### src/drcd_pkg.sv
// package: constants and types for the context/directory entry check block
package drcd_pkg;
  // context entry low qword field positions
  localparam int CTX_PRESENT_BIT    = 0;
  localparam int CTX_FPD_BIT        = 1;
  localparam int CTX_DCE_BIT        = 2;
  localparam int CTX_TRE_BIT        = 3;
  localparam int CTX_DIRSZ_LSB      = 9;
  localparam int CTX_DIRSZ_MSB      = 11;
  localparam int CTX_DIRPTR_LSB     = 12;
  localparam int CTX_DIRPTR_MSB     = 63;
  // context entry second qword: requester-to-tag value, bits 83:64
  localparam int CTX_RTT_LSB        = 64;
  localparam int CTX_RTT_MSB        = 83;
  localparam int CTX_WIDTH          = 128;
  // directory entry field positions
  localparam int DIR_PRESENT_BIT    = 0;
  localparam int DIR_FPD_BIT        = 1;
  localparam int DIR_RSV_LSB        = 2;
  localparam int DIR_RSV_MSB        = 11;
  localparam int DIR_PTR_LSB        = 12;
  localparam int DIR_PTR_MSB        = 63;
  localparam int DIR_WIDTH          = 64;
  localparam int DIR_SIZE_BIAS      = 7;
  localparam int TAG_WIDTH          = 20;
  localparam int ADDR_WIDTH         = 64;
  localparam int HOST_ADDR_WIDTH    = 48;
  // register map
  localparam logic [3:0] REG_CONFIG_OFF = 4'h0;
  localparam logic [3:0] REG_STATUS_OFF = 4'h1;
  localparam logic [3:0] REG_MASK_OFF   = 4'h2;
  localparam logic [3:0] REG_RESULT_OFF = 4'h3;
  localparam logic [3:0] REG_COUNT_OFF  = 4'h4;
  localparam logic [31:0] CONFIG_RESET  = 32'h00000000;
  localparam logic [3:0]  STATUS_RESET  = 4'h0;
  localparam logic [3:0]  MASK_RESET    = 4'h0;
  // status bits
  localparam int ST_BLOCK  = 0;
  localparam int ST_FAULT  = 1;
  localparam int ST_SUPPR  = 2;
  localparam int ST_RSVD   = 3;

  typedef enum logic [1:0] {
    REQ_UNTRANSLATED = 2'b00,
    REQ_TRANSLATION  = 2'b01,
    REQ_TRANSLATED   = 2'b10
  } drcd_req_t;

  typedef enum logic [1:0] {
    VERDICT_BLOCK  = 2'b00,
    VERDICT_WALK   = 2'b01,
    VERDICT_BYPASS = 2'b10
  } drcd_verdict_t;

  typedef enum logic [1:0] {
    ST_IDLE = 2'b00,
    ST_DIR  = 2'b01,
    ST_DONE = 2'b10
  } drcd_state_t;
endpackage

### src/drcd_check.sv
// context and directory entry check with register port and interrupt
`timescale 1ns/1ps
module drcd_check
  import drcd_pkg::*;
(
  // clock and reset
  input  wire logic                   clock,
  input  wire logic                   rst,
  input  wire logic                   clk_en,
  // register port
  input  wire logic [3:0]             reg_addr,
  input  wire logic [31:0]            reg_wdata,
  input  wire logic                   reg_wr,
  input  wire logic                   reg_rd,
  output logic      [31:0]            reg_rdata,
  // request in
  input  wire logic                   req_valid,
  output logic                        req_ready,
  input  wire logic                   req_has_tag,
  input  wire logic [TAG_WIDTH-1:0]   req_tag,
  input  wire logic [1:0]             req_kind,
  input  wire logic [CTX_WIDTH-1:0]   ctx_entry,
  // directory entry fetch
  output logic                        dir_fetch,
  output logic      [ADDR_WIDTH-1:0]  dir_fetch_addr,
  input  wire logic                   dir_valid,
  input  wire logic [DIR_WIDTH-1:0]   dir_entry,
  // verdict out
  output logic                        res_valid,
  output logic      [1:0]             res_verdict,
  output logic                        res_fail,
  output logic                        res_fault,
  output logic      [TAG_WIDTH-1:0]   res_tag,
  output logic      [ADDR_WIDTH-1:0]  res_table_base,
  output logic      [31:0]            res_dir_entries,
  // interrupt
  output logic                        irq
);

  typedef struct packed {
    drcd_state_t              state;
    logic [31:0]              config_r;
    logic [3:0]               status;
    logic [3:0]               mask;
    logic [31:0]              count;
    logic [31:0]              rdata;
    logic                     fetch;
    logic [ADDR_WIDTH-1:0]    fetch_addr;
    logic                     ctx_fpd;
    logic                     has_tag;
    logic [TAG_WIDTH-1:0]     tag;
    logic [1:0]               kind;
    logic [31:0]              dir_entries;
    logic                     vld;
    logic [1:0]               verdict;
    logic                     fail;
    logic                     fault;
    logic [TAG_WIDTH-1:0]     otag;
    logic [ADDR_WIDTH-1:0]    base;
    logic [31:0]              oentries;
  } drcd_state_s_t;

  drcd_state_s_t s_reg;
  drcd_state_s_t s_next;

  // config bits: 0 tag support, 1 cache support, 2 requester-to-tag support
  logic                  tag_sup;
  logic                  cache_sup;
  logic                  rtt_sup;
  logic                  c_present;
  logic                  c_fpd;
  logic                  c_tre;
  logic                  c_dce;
  logic [2:0]            c_dirsz;
  logic [ADDR_WIDTH-1:0] c_dirptr;
  logic [ADDR_WIDTH-1:0] host_mask;
  logic                  eff_tagged;
  logic [TAG_WIDTH-1:0]  eff_tag;
  logic                  blk;
  logic                  bypass;
  logic [3:0]            ev;
  logic [ADDR_WIDTH-1:0] d_base;
  logic                  d_rsv_bad;

  always_comb begin
    tag_sup   = s_reg.config_r[0];
    cache_sup = s_reg.config_r[1];
    rtt_sup   = s_reg.config_r[2];
    host_mask = (64'h1 << HOST_ADDR_WIDTH) - 64'h1;
    c_present = ctx_entry[CTX_PRESENT_BIT];
    c_fpd     = ctx_entry[CTX_FPD_BIT];
    // unsupported fields read as zero; absent entry ignores them too
    c_tre     = c_present & tag_sup & ctx_entry[CTX_TRE_BIT];
    c_dce     = c_present & cache_sup & ctx_entry[CTX_DCE_BIT];
    c_dirsz   = ctx_entry[CTX_DIRSZ_MSB:CTX_DIRSZ_LSB];
    c_dirptr  = {ctx_entry[CTX_DIRPTR_MSB:CTX_DIRPTR_LSB], 12'h000} & host_mask;
    // untagged requests take the entry's tag, or zero when unsupported
    eff_tagged = req_has_tag | (rtt_sup & ~req_has_tag);
    eff_tag    = req_has_tag ? req_tag :
                 (rtt_sup ? ctx_entry[CTX_RTT_MSB:CTX_RTT_LSB] : '0);
    bypass = 1'b0;
    if (!c_present) begin
      blk = 1'b1;
    end else if (req_kind == REQ_TRANSLATED) begin
      blk    = ~c_dce;
      bypass = c_dce;
    end else if (req_kind == REQ_TRANSLATION && !c_dce) begin
      blk = 1'b1;
    end else if (req_has_tag) begin
      blk = ~c_tre;
    end else begin
      blk = 1'b0;
    end
    // directory pointer: bits 63:12 with host-width truncation, always physical
    d_base    = {dir_entry[DIR_PTR_MSB:DIR_PTR_LSB], 12'h000} & host_mask;
    d_rsv_bad = |dir_entry[DIR_RSV_MSB:DIR_RSV_LSB] |
                |({dir_entry[DIR_PTR_MSB:DIR_PTR_LSB], 12'h000} & ~host_mask);
  end

  always_comb begin
    s_next = s_reg;
    ev     = 4'h0;
    s_next.fetch = 1'b0;
    s_next.vld   = 1'b0;
    s_next.rdata = 32'h00000000;
    case (s_reg.state)
      ST_IDLE: begin
        if (req_valid) begin
          s_next.ctx_fpd = c_fpd;
          s_next.tag     = eff_tag;
          s_next.has_tag = eff_tagged;
          s_next.kind    = req_kind;
          s_next.dir_entries = 32'h1 << (32'(c_dirsz) + DIR_SIZE_BIAS);
          if (blk) begin
            s_next.vld     = 1'b1;
            s_next.verdict = VERDICT_BLOCK;
            s_next.fail    = 1'b1;
            s_next.fault   = ~c_fpd;
            s_next.otag    = eff_tag;
            s_next.base    = '0;
            s_next.oentries = 32'h0;
            ev[ST_BLOCK] = 1'b1;
            ev[ST_FAULT] = ~c_fpd;
            ev[ST_SUPPR] = c_fpd;
            s_next.count = s_reg.count + 32'h1;
          end else if (bypass) begin
            s_next.vld     = 1'b1;
            s_next.verdict = VERDICT_BYPASS;
            s_next.fail    = 1'b0;
            s_next.fault   = 1'b0;
            s_next.otag    = eff_tag;
            s_next.base    = '0;
            s_next.oentries = 32'h0;
          end else begin
            // walk: fetch the directory entry indexed by tag bits above the low 6
            s_next.fetch      = 1'b1;
            s_next.fetch_addr = c_dirptr +
                                {{(ADDR_WIDTH-TAG_WIDTH+3){1'b0}}, eff_tag[TAG_WIDTH-1:6], 3'b000};
            s_next.state = ST_DIR;
          end
        end
      end
      ST_DIR: begin
        if (dir_valid) begin
          s_next.vld  = 1'b1;
          s_next.otag = s_reg.tag;
          s_next.oentries = s_reg.dir_entries;
          s_next.state = ST_IDLE;
          if (!dir_entry[DIR_PRESENT_BIT] || d_rsv_bad) begin
            s_next.verdict = VERDICT_BLOCK;
            s_next.fail    = 1'b1;
            // context disable wins; otherwise the directory's own bit decides
            s_next.fault   = ~s_reg.ctx_fpd & ~dir_entry[DIR_FPD_BIT];
            s_next.base    = '0;
            ev[ST_BLOCK] = 1'b1;
            ev[ST_FAULT] = ~s_reg.ctx_fpd & ~dir_entry[DIR_FPD_BIT];
            ev[ST_SUPPR] = s_reg.ctx_fpd | dir_entry[DIR_FPD_BIT];
            ev[ST_RSVD]  = d_rsv_bad;
            s_next.count = s_reg.count + 32'h1;
          end else begin
            s_next.verdict = VERDICT_WALK;
            s_next.fail    = 1'b0;
            s_next.fault   = 1'b0;
            s_next.base    = d_base;
          end
        end
      end
      default: begin
        s_next.state = ST_IDLE;
      end
    endcase
    // register access; an event in the clearing read cycle survives
    if (reg_wr) begin
      case (reg_addr)
        REG_CONFIG_OFF: s_next.config_r = reg_wdata;
        REG_MASK_OFF:   s_next.mask     = reg_wdata[3:0];
        default: begin
        end
      endcase
    end
    if (reg_rd) begin
      case (reg_addr)
        REG_CONFIG_OFF: s_next.rdata = {29'h0, s_reg.config_r[2:0]};
        REG_STATUS_OFF: s_next.rdata = {28'h0, s_reg.status};
        REG_MASK_OFF:   s_next.rdata = {28'h0, s_reg.mask};
        REG_RESULT_OFF: s_next.rdata = {28'h0, s_reg.fault, s_reg.fail, s_reg.verdict};
        REG_COUNT_OFF:  s_next.rdata = s_reg.count;
        default:        s_next.rdata = 32'h00000000;
      endcase
    end
    if (reg_rd && reg_addr == REG_STATUS_OFF) begin
      s_next.status = ev;
    end else begin
      s_next.status = s_reg.status | ev;
    end
  end

  always_ff @(posedge clock or posedge rst) begin
    if (rst) begin
      s_reg          <= '0;
      s_reg.state    <= ST_IDLE;
      s_reg.config_r <= CONFIG_RESET;
      s_reg.status   <= STATUS_RESET;
      s_reg.mask     <= MASK_RESET;
    end else if (clk_en) begin
      s_reg <= s_next;
    end
  end

  // ready is combinational: only idle accepts a new request
  assign req_ready       = (s_reg.state == ST_IDLE) & clk_en;
  assign reg_rdata       = s_reg.rdata;
  assign dir_fetch       = s_reg.fetch;
  assign dir_fetch_addr  = s_reg.fetch_addr;
  assign res_valid       = s_reg.vld;
  assign res_verdict     = s_reg.verdict;
  assign res_fail        = s_reg.fail;
  assign res_fault       = s_reg.fault;
  assign res_tag         = s_reg.otag;
  assign res_table_base  = s_reg.base;
  assign res_dir_entries = s_reg.oentries;
  assign irq             = |(s_reg.status & s_reg.mask);
endmodule

### config.mk
export PLATFORM = sky130hd
export DESIGN_NAME = drcd_check
export DESIGN_NICKNAME = d
export VERILOG_FILES = /design/src/drcd_pkg.sv /design/src/drcd_check.sv
export SDC_FILE = /design/constraint.sdc
export NUM_CORES = 1
export LEC_CHECK = 0
export BUFFER_PORTS_ARGS = -buffer_cell sky130_fd_sc_hd__buf_2
export CAP_MARGIN = 10
export CORE_AREA = 2 2 188 190
export CTS_CLUSTER_SIZE = 10
export DETAILED_ROUTE_END_ITERATION = 6
export DIE_AREA = 0 0 190 192
export PLACE_DENSITY = 0.7
export SLEW_MARGIN = 15
export SYNTH_ARGS = -nofsm -noshare
export SYNTH_HDL_FRONTEND = slang
export SYNTH_SLANG_ARGS = --single-unit
export TNS_END_PERCENT = 100
### constraint.sdc
create_clock -name clock -period 6.21 [get_ports clock]
set_input_delay 0.3105 -clock clock [delete_from_list [all_inputs] [get_ports clock]]
set_output_delay 0.3105 -clock clock [all_outputs]
set_load 0.05 [all_outputs]
==> results of run 1 <==
-- synthesized netlist by cell type, drive strengths merged, types with 6 or more instances --
library cell  number
nand3             44
and3              13
nor2              72
a21oi             50
nand4             17
mux2i              6
xor2              46
and2               9
a22oi             22
nand2            116
buf              234
mux2              15
clkbuf            39
a21o               8
a22o              87
ha                 8
inv               23
dfrtp            237
nor4              12
nor3              18
o21ai             52
xnor2             19
-- kinds of logic (layout without fill, tap and decap cells) --
family                     after synthesis  in the layout  share of synthesized area [%]
and+or+nand+nor                        326            326                          13.08
buffers and inverters                  296            429                          16.10
AOI/OAI and AO/OA                      241            241                          13.93
DFF                                    237            237                          49.24
xor gates and xnor gates                65             65                          4.726
muxes                                   21             21                          1.901
adders and majority gates                9              9                         0.9972
other                                    1             62                        0.03113
-- worst paths after layout --
path | start | end | slack [ns] | cells after the start
worst max-delay path | rtt_sup$_DFFE_PP0P_ | dir_fetch_addr[46]$_DFFE_PP0P_ | 2.41 | 11
worst min-delay path | reg_wdata[2] | s_reg[308]$_DFFE_PP0P_ | 0.03 | 2
worst max register to register | rtt_sup$_DFFE_PP0P_ | dir_fetch_addr[46]$_DFFE_PP0P_ | 2.41 | 11
worst min register to register | res_dir_entries[2]$_DFFE_PP0P_ | res_dir_entries[2]$_DFFE_PP0P_ | 0.46 | 2
max in group asynchronous | rst | res_table_base[22]$_DFFE_PP0P_ | 4.43 | 4
min in group asynchronous | rst | dir_fetch$_DFFE_PP0P_ | 0.39 | 3
-- repair_timing --
action | 4_1_cts | 5_1_grt
hold buffers | 38 | 0
setup endpoints to repair | 0 | 0
resized for setup | 0 | 0
endpoints found under the hold margin | 63 | 0
-- through the flow --
step	hold WS [ns]	util [%]	power, W
after floorplan	0.4125	-	0.003893
after global placement	0.4182	37.07	0.004021
after detailed placement	0.4226	37.07	0.004055
after CTS	0.008036	40.49	0.005581
after global routing	0.02148	40.49	0.005793
final	0.02703	40.49	0.005506
-- report_power, final --
part	internal (W)	switching (W)	total, W
sequential	0.00188	0.000207	0.00208
clock	0.000869	0.000602	0.00147
combinational	0.000470	0.00148	0.00195
total	0.00322	0.00229	0.00551
-- critical path: stages, from the launching register on --
cell and delay, ns:
dfrtp_1 0.43, nor2b_2 0.82, a22oi_1 0.26, inv_1 0.11, ha_1 0.26, fa_1 0.27, a211oi_1 0.09, o21bai_1 0.48
nor4b_4 0.48, nand4_1 0.19, xor2_1 0.16, a21oi_1 0.08
-- per-layer routing --
| metal | wire length (um) | vias to the layer above |
|---|---|---|
| met2 | 15250 | 322 |
| met5 | 27 | - |
| li1 | - | 4220 |
| met3 | 2176 | 51 |
| met4 | 655 | 4 |
| met1 | 12650 | 4297 |
-- layout make-up --
type                    instances  area share [%]
well taps                     455           4.101
clock inverters                 1         0.03605
clock buffers                  35           5.678
multi-input cells             724           31.84
repair buffers                370           14.98
inverters                      23          0.6489
flip-flops and latches        237           42.72
==> Flow_metrics.wiki, run 1 <==
{| class="wikitable"
! Metric !! Value
|-
| Result of the run || complete, no violations
|-
| Power per cell area || between 300 and 400 mW/mm2
|-
| Most frequent cells in the layout || buf_2, dfrtp_1, nand2_1
|-
| Chip width || between 150 and 200 um
|-
| Net count, final || 1,651
|-
| Overall track demand over capacity in global routing || about 16%
|-
| DRT antenna net count || 0
|-
| H-tree levels || 1
|-
| Final Hold Vio Count || 0
|-
| First-pass GRT wire length || 47,750 um
|-
| Tightest slew margin relative to the limit || a little over a third
|-
| Peak clock frequency supported by timing || 263.5 MHz
|-
| Wire length per cell after detailed routing || about 17 um
|-
| Post-synth design cell area || between 0.01 and 0.015 mm2
|-
| Die area || 0.03648 mm2
|-
| Worst Path Class, Setup || reg -> reg
|-
| Synth area leaders || dfrtp_1, buf_4, a22o_1
|-
| Accumulated negative setup slack || 0 ns
|-
| Number of synthesized register bits || 237
|-
| Clock period minus final worst setup slack || roughly 3.8 ns
|-
| Starting utilization of the core area || 35.13%
|-
| Met2 global-route usage || around 30%
|-
| Most common cell after layout, fill and taps aside || buf_2
|-
| Kind of end point of the critical path || flip-flop
|-
| Unrepaired setup endpoints after global routing || no
|-
| Vias in the first global route || 8,841
|-
| Die H || between 150 and 200 um
|-
| Mean area per synthesized cell || 10.07 um2
|-
| Crit path arrival time || 4.18 ns
|-
| Transition time at the pin with the least slew margin || between 0.9 and 1 ns
|-
| Drt first pass iters || 5
|-
| Clk Tree Root Cell || clkbuf_16
|-
| Count of filler cells inserted in the layout || ~3,300
|-
| Clock tree from TritonCTS || built
|-
| VDD IR-drop max || approximately 0.00030 V
|-
| Clock buffer count from CTS || 28
|-
| Placer congestion estimate || 0.8161
|-
| Total grt overflow || 0
|-
| CP required || 6.60 ns
|-
| Layout cell share with drive strength beyond 1 || 28.78%
|-
| Clock net sink count || roughly 240
|-
| Core Area || around 0.034 mm2
|-
| Total number of placement rows || 68
|-
| Async set or reset register ratio after synthesis || between 90% and 100%
|-
| Setup ws final || ~2.4 ns
|-
| Routing usage on met3 || approximately 3.7%
|-
| Area growth from synthesis to layout || 15.26%
|-
| Half-perimeter wire length of the detailed placement result || ~22,000 um
|-
| Post-synth cell types || 56
|-
| Met1 GRT Util || approximately 19%
|-
| Placed inst area || roughly 0.013 mm2
|-
| Final worst path period share || 61.12%
|-
| Number of synthesis warnings || 0
|-
| Non-Filler Instances || roughly 1,800
|-
| Later-pin clock latency in the skew report || 0.55 ns
|-
| Startpoint types || flip-flop
|-
| Largest driver fanout on the critical path || 19
|-
| Number of standard cells after synthesis || about 1,200
|-
| Final design area excluding fillers || roughly 0.014 mm2
|-
| Sequential Area || between 0.005 and 0.006 mm2
|-
| Clock Pin Slew Worst Setup and Hold Paths || about 0.05 ns
|-
| Top cell type's share of synthesized area || 49.24%
|-
| Remaining routing DRC violations || 0
|-
| Initial antenna violation count || 3
|-
| Number of setup violations in the final report || 0
|-
| Total area of multi-input combinational cells || roughly 0.0044 mm2
|-
| Most heavily used metal layer in global routing || met2
|-
| Setup slack at placement || 2.154 ns
|-
| Worst hold path class || in -> reg
|-
| Drt via density || ~4.8
|-
| Via count of the routed design || 8,894
|-
| Dominant synthesized flop cell || dfrtp_1
|-
| Proportion of synthesized chip area in sequential cells || 49.24%
|-
| Iteration-0 DRC count of the detailed router || about 360
|-
| Maximum number of pins on one net before global-route repair || ~130
|-
| Number of enable flip-flop cells after synthesis || 0
|-
| Number of flip-flops under the largest register name || 79
|-
| Total count of max-transition violations in the final report || 0
|-
| Leakage power total || between 7 and 8 nW
|-
| Total detailed-routing wirelength || 30,760 um
|-
| Count of antenna diodes in the layout || 0
|-
| Post-synth top area cell || dfrtp_1
|-
| Maximum clock insertion buffer count || 3
|-
| Clock Skew || 0.01541 ns
|-
| Post-CTS Setup Inserts || 0
|-
| Inst Count DP || 1,771
|-
| Number of port buffers || 322
|-
| Max-Cap Viols || 0
|-
| Top-Level Pins || between 400 and 500
|}
No activity file was read; power rests on OpenSTA's default activity.
==> run 2: changes to the inputs <==
- ABC_AREA: unset -> 1
- CORE_AREA: 2 2 188 190 -> 2 2 184 186
- DIE_AREA: 0 0 190 192 -> 0 0 186 188
- PLACE_DENSITY: 0.7 -> 0.76
- clock period: 6.21 -> 3.55 ns (I/O delays scaled with it)
==> run 2 against run 1 <==
- routed wire length increased by 28%
- clock skew increased by 0.0020 ns
- via count increased by 40%
- largest cell class unchanged
- combinational power increased by 20%
- sequential share of layout area decreased by 5.8 points
- hold slack got worse by 0.0099 ns
- flip-flop and latch count unchanged
==> Flow_metrics.wiki, run 2 <==
{| class="wikitable"
! Metric !! Value
|-
| Transition time at the pin with the least slew margin || about 0.82 ns
|-
| Peak clock frequency supported by timing || 348.2 MHz
|-
| Endpoint of the worst setup timing path || dir_fetch_addr[40]$_DFFE_PP0P_
|-
| Kind of end point of the critical path || flip-flop
|-
| CP max-delay cell || dfrtp_1
|-
| VDD IR-drop max || ~0.00032 V
|-
| Top layer in use || met4
|-
| Final-layout worst hold slack || between 0.015 and 0.02 ns
|-
| Accumulated negative setup slack || 0 ns
|-
| Total grt overflow || 0
|-
| Overall track demand over capacity in global routing || between 20 and 25%
|-
| Final worst path period share || between 80% and 90%
|-
| Number of synthesis warnings || 0
|-
| Worst-path cell chain || nand3_1 -> nand2_1 -> ha_1 -> fa_1 -> nand2_1 -> nand3_1 -> nand2_1 -> o21ai_1 -> nand2_1 -> nand2_1 -> nand2_1 -> nand2_1 -> nand2_1
|-
| Top-Level Pins || ~480
|-
| Vias in the first global route || about 12,000
|-
| Number of flip-flops under the largest register name || 79
|-
| Post-synth design cell area || 0.01384 mm2
|-
| Leakage power total || roughly 8.7 nW
|-
| Non-Filler Instances || 2,554
|-
| Drt via density || around 5
|-
| Count of filler cells inserted in the layout || between 3,000 and 4,000
|-
| Worst hold path class || in -> reg
|-
| Number of port buffers || 322
|-
| Max-Cap Viols || 0
|-
| Met2 layer wire length in the routed design || about 19,000 um
|-
| Clock net sink count || around 240
|-
| Die H || approximately 190 um
|-
| Placer congestion estimate || around 0.92
|-
| Clk Tree Root Cell || clkbuf_16
|-
| Tightest slew margin relative to the limit || 45.38%
|-
| M1 WL || approximately 17,000 um
|-
| Proportion of synthesized chip area in sequential cells || 42.86%
|-
| Critical register-to-register path endpoint || dir_fetch_addr[40]$_DFFE_PP0P_
|-
| Most frequent cells in the layout || nand2_1, buf_2, dfrtp_1
|-
| Die area || approximately 0.035 mm2
|-
| Startpoint types || flip-flop
|-
| Number of setup violations in the final report || 0
|-
| Wire length on met3 || between 2000 and 3000 um
|-
| Clock Pin Slew Worst Setup and Hold Paths || roughly 0.06 ns
|-
| Wire length per cell after detailed routing || around 15 um
|-
| Total detailed-routing wirelength || between 30,000 and 40,000 um
|-
| Largest driver fanout on the critical path || 22
|-
| Post-CTS Setup Inserts || 0
|-
| Dominant synthesized flop cell || dfrtp_1
|-
| Startpoint of the lowest-slack hold path || ctx_entry[27]
|-
| Total number of placement rows || 67
|-
| Remaining routing DRC violations || 0
|-
| Mean area per synthesized cell || between 7 and 8 um2
|-
| Net count, final || approximately 2,400
|-
| DRT antenna net count || 0
|-
| Total count of max-transition violations in the final report || 0
|-
| Final Hold Vio Count || 0
|-
| Half-perimeter wire length of the detailed placement result || roughly 28,000 um
|-
| Chip width || roughly 190 um
|-
| Total area of multi-input combinational cells || around 0.0056 mm2
|-
| Inst Count DP || approximately 2,400
|-
| Top Family by Delay on Critical Path || simple AND/OR/NAND/NOR gates
|-
| Synth area leaders || dfrtp_1, nand2_1, buf_4
|-
| Area growth from synthesis to layout || 16.13%
|-
| Initial antenna violation count || 1
|-
| Critical Path Most Common Cell || nand2_1
|-
| Post-synth cell types || 39
|-
| Number of synthesized register bits || between 200 and 250
|-
| Worst reg2reg startpoint || rtt_sup$_DFFE_PP0P_
|-
| Clock buffer count from CTS || 28
|-
| Maximum clock insertion buffer count || 3
|-
| Crit path arrival time || between 3 and 4 ns
|-
| Result of the run || complete, no violations
|-
| Most common cell in the synthesized netlist || nand2_1
|-
| Sequential Area || slightly below 0.006 mm2
|-
| Number of standard cells after synthesis || 1,860
|-
| First-pass GRT wire length || 62,360 um
|-
| Cell count along the critical path || 13
|-
| Commonest cells in the netlist || nand2_1, dfrtp_1, buf_4
|-
| Layout cell share with drive strength beyond 1 || 18.95%
|-
| Clock tree from TritonCTS || built
|-
| Unrepaired setup endpoints after global routing || no
|-
| Via count of the routed design || 12,430
|-
| Starting utilization of the core area || roughly two fifths
|-
| Number of buffer and inverter stages on the critical path || 0
|-
| Iteration-0 DRC count of the detailed router || 622
|-
| Maximum number of pins on one net before global-route repair || 88
|-
| Most common cell after layout, fill and taps aside || nand2_1
|-
| Drt first pass iters || 5
|-
| Origin of the worst setup path || rtt_sup$_DFFE_PP0P_
|-
| Clock Skew || about 0.017 ns
|-
| Setup slack, reg-to-reg || 0.68 ns
|-
| Post-synth top area cell || dfrtp_1
|-
| Number of enable flip-flop cells after synthesis || 0
|-
| Clock period minus final worst setup slack || ~2.9 ns
|-
| Worst Path Class, Setup || reg -> reg
|-
| CP required || between 3 and 4 ns
|-
| Async set or reset register ratio after synthesis || 100.0%
|-
| H-tree levels || 1
|-
| Power per cell area || about 500 mW/mm2
|-
| Delay of the slowest critical-path stage || between 0.8 and 0.9 ns
|-
| Later-pin clock latency in the skew report || around 0.55 ns
|-
| Top cell type's share of synthesized area || about 43%
|-
| Core Area || ~0.033 mm2
|-
| Reg2Reg Depth || 13
|}
run 2: changes by cell type in the layout (fill, tap and decap cells not counted), sizes merged, moves of 23 or more:
| cell | before | now |
|---|---|---|
| nor2 | 72 | 128 |
| inv | 22 | 166 |
| dlygate4sd3 | 38 | 84 |
| o31ai | 0 | 23 |
| a21oi | 50 | 7 |
| a22o | 87 | 0 |
| o21ai | 52 | 122 |
| xor2 | 46 | 21 |
| nand2 | 116 | 683 |
| nand3 | 44 | 130 |
run 2: per-stage QoR:
stage / setup WS [ns] / instance area (um2) / utilization [%] / total power, W
global placement: 0.7609 / 14440 / 43.60 / 0.005542
finish: 0.6779 / 16070 / 48.52 / 0.008219
floorplan: 0.2666 / 14070 / - / 0.005328
CTS: 0.7308 / 16070 / 48.52 / 0.008291
global route: 0.3920 / 16070 / 48.52 / 0.008607
detailed placement: 0.6920 / 14440 / 43.60 / 0.005578
run 2: routing by layer:
metal / GRT usage, % / up-vias
li1: - / 6005
met1: 28.49 / 5817
met2: 37.29 / 496
met3: 3.340 / 107
met4: 9.812 / 0
met5: 0 / -
run 2: kinds of logic (layout without fill, tap and decap cells):
group / after synthesis / count (layout) / share of synthesized area, %
other: 1 / 63 / 0.02710
AND/OR/NAND/NOR: 970 / 970 / 28.70
XOR/XNOR: 33 / 33 / 2.089
buffers and inverters: 442 / 626 / 18.53
adder cells (fa/ha/maj): 9 / 9 / 0.8682
flip-flops: 237 / 237 / 42.86
AO/OA/AOI/OAI: 168 / 168 / 6.918
run 2: layout make-up:
type,count,share of cell area (%)
Antenna cell,1,0.01557
Clock buffer,36,4.610
Clock inverter,2,0.2881
Inverter,168,3.948
Multi-Input combinational cell,1242,34.67
Sequential cell,237,36.91
Tap cell,448,3.489
Timing Repair Buffer,420,16.07
run 2: worst min path at each step:
stage	cells past startpoint	endpoint	slack, ns
CTS	4	dir_fetch_addr[27]$_DFFE_PP0P_	0.003
detailed placement	2	res_table_base[45]$_DFFE_PP0P_	0.38
finish	4	dir_fetch_addr[27]$_DFFE_PP0P_	0.02
global placement	2	res_table_base[44]$_DFFE_PP0P_	0.36
floorplan	1	s_reg[129]$_DFFE_PP0P_	0.28
global route	5	s_reg[155]$_DFFE_PP0P_	0.04
run 2: repair_timing:
| action | 4_1_cts | 5_1_grt |
|---|---|---|
| hold buffers | 84 | 0 |
| resized for setup | 0 | 0 |
| hold endpoints to repair | 118 | 0 |
run 2: power breakdown:
part	internal (W)	switching, W
Sequential	0.00304	0.000245
Clock	0.00151	0.00109
Combinational	0.000554	0.00178
Total	0.00510	0.00312
run 2: tightest hold or removal path, cell delays in order:
cell and delay, ns:
buf_2 0.12, nand3_1 0.08, nand3b_1 0.09, nand2_1 0.05
==> run 3: changes to the inputs <==
- ABC_AREA: 1 -> 0
- CORE_AREA: 2 2 184 186 -> 2 2 188 190
- DIE_AREA: 0 0 186 188 -> 0 0 190 192
- PLACE_DENSITY: 0.76 -> 0.7
- clock period: 3.55 -> 2.37 ns (I/O delays scaled with it)
==> run 3 against run 2 <==
- the flow now finishes with violations (negative setup slack)
- non-clock buffer count increased by 69
- largest cell class unchanged
- critical endpoint is now dir_fetch_addr[42]$_DFFE_PP0P_
- setup slack got worse by 0.79 ns
- cell area down 4.8%
- global-route usage down 4.3 points
- clock power increased by 49%
- sequential power is 67% higher
- core utilization shrank 3.9 points
- sequential share of layout area is 1.9 points higher
- maximum frequency rose by 16%
==> Flow_metrics.wiki, run 3 (same netlist as run 1, synthesis figures left out) <==
{| class="wikitable"
! Metric !! Value
|-
| Worst Hold Path EP || s_reg[174]$_DFFE_PP0P_
|-
| Hold-critical path depth || 4
|-
| Number of flip-flops under the largest register name || 79
|-
| Peak clock frequency supported by timing || between 400 and 500 MHz
|-
| Startpoint of the lowest-slack hold path || req_tag[19]
|-
| Worst reg2reg startpoint || rtt_sup$_DFFE_PP0P_
|-
| Top layer in use || met5
|-
| Number of setup violations in the final report || 11
|-
| H-tree levels || 1
|-
| Die area || around 0.036 mm2
|-
| Total grt overflow || 0
|-
| Overall track demand over capacity in global routing || approximately 18%
|-
| Worst hold path class || in -> reg
|-
| Layout cell share with drive strength beyond 1 || 31.48%
|-
| Net count, final || roughly 1,800
|-
| Kind of end point of the critical path || flip-flop
|-
| Clock Pin Slew Worst Setup and Hold Paths || 0.06 ns
|-
| Total detailed-routing wirelength || between 30,000 and 40,000 um
|-
| Post-Route Utilization || between 40% and 50%
|-
| CP required || ~2.8 ns
|-
| DRT antenna net count || 0
|-
| Top-Level Pins || 478
|-
| Total count of max-transition violations in the final report || 0
|-
| Clock net sink count || 237
|-
| Top Family by Delay on Critical Path || simple AND/OR/NAND/NOR gates
|-
| CP max-delay cell || nor4b_4
|-
| Total area of multi-input combinational cells || between 0.004 and 0.005 mm2
|-
| Worst Path Class, Setup || reg -> reg
|-
| Via count of the routed design || 9,526
|-
| Sequential Area || ~0.006 mm2
|-
| Clock Skew || 0.01936 ns
|-
| Crit path arrival time || between 2 and 3 ns
|-
| Die H || between 150 and 200 um
|-
| Initial antenna violation count || 7
|-
| Clk Tree Root Cell || clkbuf_16
|-
| Delay of the slowest critical-path stage || 0.39 ns
|-
| Power per cell area || 970.7 mW/mm2
|-
| Placer congestion estimate || roughly 0.80
|-
| Drt first pass iters || 4
|-
| Tightest slew margin relative to the limit || between 50% and 60%
|-
| M1 WL || around 13,000 um
|-
| Unrepaired setup endpoints after global routing || yes
|-
| Iteration-0 DRC count of the detailed router || between 300 and 400
|-
| Remaining routing DRC violations || 0
|-
| Result of the run || finished, violations left
|-
| Worst-path cell chain || nor2b_4 -> a22oi_2 -> inv_2 -> ha_4 -> fa_2 -> a211oi_2 -> o21bai_2 -> nor4b_4 -> nand3_1 -> xor2_2 -> a21oi_2
|-
| Leakage power total || 7.657 nW
|-
| Most frequent cells in the layout || buf_2, dfrtp_1, dlygate4sd3_1
|-
| Core Area || between 0.03 and 0.04 mm2
|-
| Final Hold Vio Count || 0
|-
| Total power || about 0.015 W
|-
| Clock buffer count from CTS || 29
|-
| Clock tree from TritonCTS || built
|-
| Maximum clock insertion buffer count || 3
|-
| Setup slack at placement || -0.1980 ns
|-
| Starting utilization of the core area || between 30% and 40%
|-
| Area growth from synthesis to layout || 26.97%
|-
| Vias in the first global route || 9,703
|-
| Chip width || 190 um
|-
| First-pass GRT wire length || ~52,000 um
|-
| Transition time at the pin with the least slew margin || around 0.65 ns
|-
| Max-Cap Viols || 0
|-
| Final worst path period share || 104.9%
|-
| Startpoint types || flip-flop
|-
| Drt via density || around 4.8
|-
| Met2 layer wire length in the routed design || approximately 17,000 um
|-
| Maximum number of pins on one net before global-route repair || between 100 and 150
|-
| Half-perimeter wire length of the detailed placement result || 23,290 um
|-
| Later-pin clock latency in the skew report || 0.55 ns
|-
| Critical register-to-register path endpoint || dir_fetch_addr[42]$_DFFE_PP0P_
|-
| Setup slack, reg-to-reg || -0.12 ns
|-
| Most common cell after layout, fill and taps aside || buf_2
|-
| Setup ws final || -0.1151 ns
|-
| Total number of placement rows || 68
|-
| Wire length on met3 || approximately 2700 um
|-
| Number of buffer and inverter stages on the critical path || 1
|-
| Number of port buffers || 322
|-
| VDD IR-drop max || ~0.00090 V
|-
| Reg2Reg Depth || 11
|-
| Largest driver fanout on the critical path || 6
|-
| Count of filler cells inserted in the layout || approximately 3,200
|-
| Failing checks || negative setup slack
|-
| Wire length per cell after detailed routing || around 17 um
|-
| Clock period minus final worst setup slack || between 2 and 2.5 ns
|}
run 3: cell count changes in the layout (fill, tap and decap cells not counted), moves of 41 or more:
cell and delta:
a22o_1 +87, nand2_1 -567, a21oi_1 +41, nor2_1 -52
nand3_1 -86, inv_1 -139
run 3: cell type report:
type | count | share of cell area, %
antenna | 4 | 0.06545
clock buffer | 34 | 4.999
clock inverter | 5 | 0.2127
inverter | 23 | 0.5891
multi-input combinational | 724 | 30.22
sequential | 237 | 38.78
tap | 455 | 3.722
timing repair buffer | 489 | 21.41
run 3: timing repair:
item                       CTS  global route
resized for setup            7            22
hold buffers               121             0
setup endpoints to repair   32            33
hold endpoints to repair   355             0
gates cloned                 0             0
pin swaps                   15            50
buffers inserted             2             6
run 3: stage by stage:
| stage | std cells | setup TNS, ns | cell area (um2) | hold WS, ns |
|---|---|---|---|---|
| 2_1_floorplan | 1257 | -202.68 | 12390 | 0.2205 |
| 3_3_place_gp | 1800 | -0.7126 | 13090 | 0.03438 |
| 3_5_place_dp | 1800 | -3.108 | 13090 | 0.03796 |
| 4_1_cts | 1962 | -0.2814 | 15140 | 0.004490 |
| 5_1_grt | 1970 | -3.305 | 15290 | 0.02921 |
| 6_report | 1971 | -0.5361 | 15290 | 0.03046 |
run 3: layer usage:
metal  global-route usage, %  vias to the layer above
met1                   20.94                     4579
met3                   4.586                       81
met2                   31.58                      381
met5                       0                        -
li1                        -                     4481
met4                   7.662                        4
run 3: tightest hold or removal path, delay by kind of cell:
kind / cells / cell delay, ns
buffers and inverters: 2 / 0.22
AO/OA/AOI/OAI: 2 / 0.20
run 3: power by group:
part,switching [W],internal [W]
Clock,0.00164,0.00224
Sequential,0.000569,0.00492
Combinational,0.00401,0.00147
run 3: worst max-delay path by stage:
stage | from | end | slack, ns | cells after the start
5_1_grt | rtt_sup$_DFFE_PP0P_ | dir_fetch_addr[42]$_DFFE_PP0P_ | -0.26 | 11
3_5_place_dp | rtt_sup$_DFFE_PP0P_ | dir_fetch_addr[31]$_DFFE_PP0P_ | -0.20 | 11
2_1_floorplan | rst | cache_sup$_DFFE_PP0P_ | -0.85 | 1
4_1_cts | rtt_sup$_DFFE_PP0P_ | dir_fetch_addr[28]$_DFFE_PP0P_ | -0.07 | 11
6_report | rtt_sup$_DFFE_PP0P_ | dir_fetch_addr[42]$_DFFE_PP0P_ | -0.12 | 11
3_3_place_gp | rtt_sup$_DFFE_PP0P_ | dir_fetch_addr[46]$_DFFE_PP0P_ | -0.09 | 11
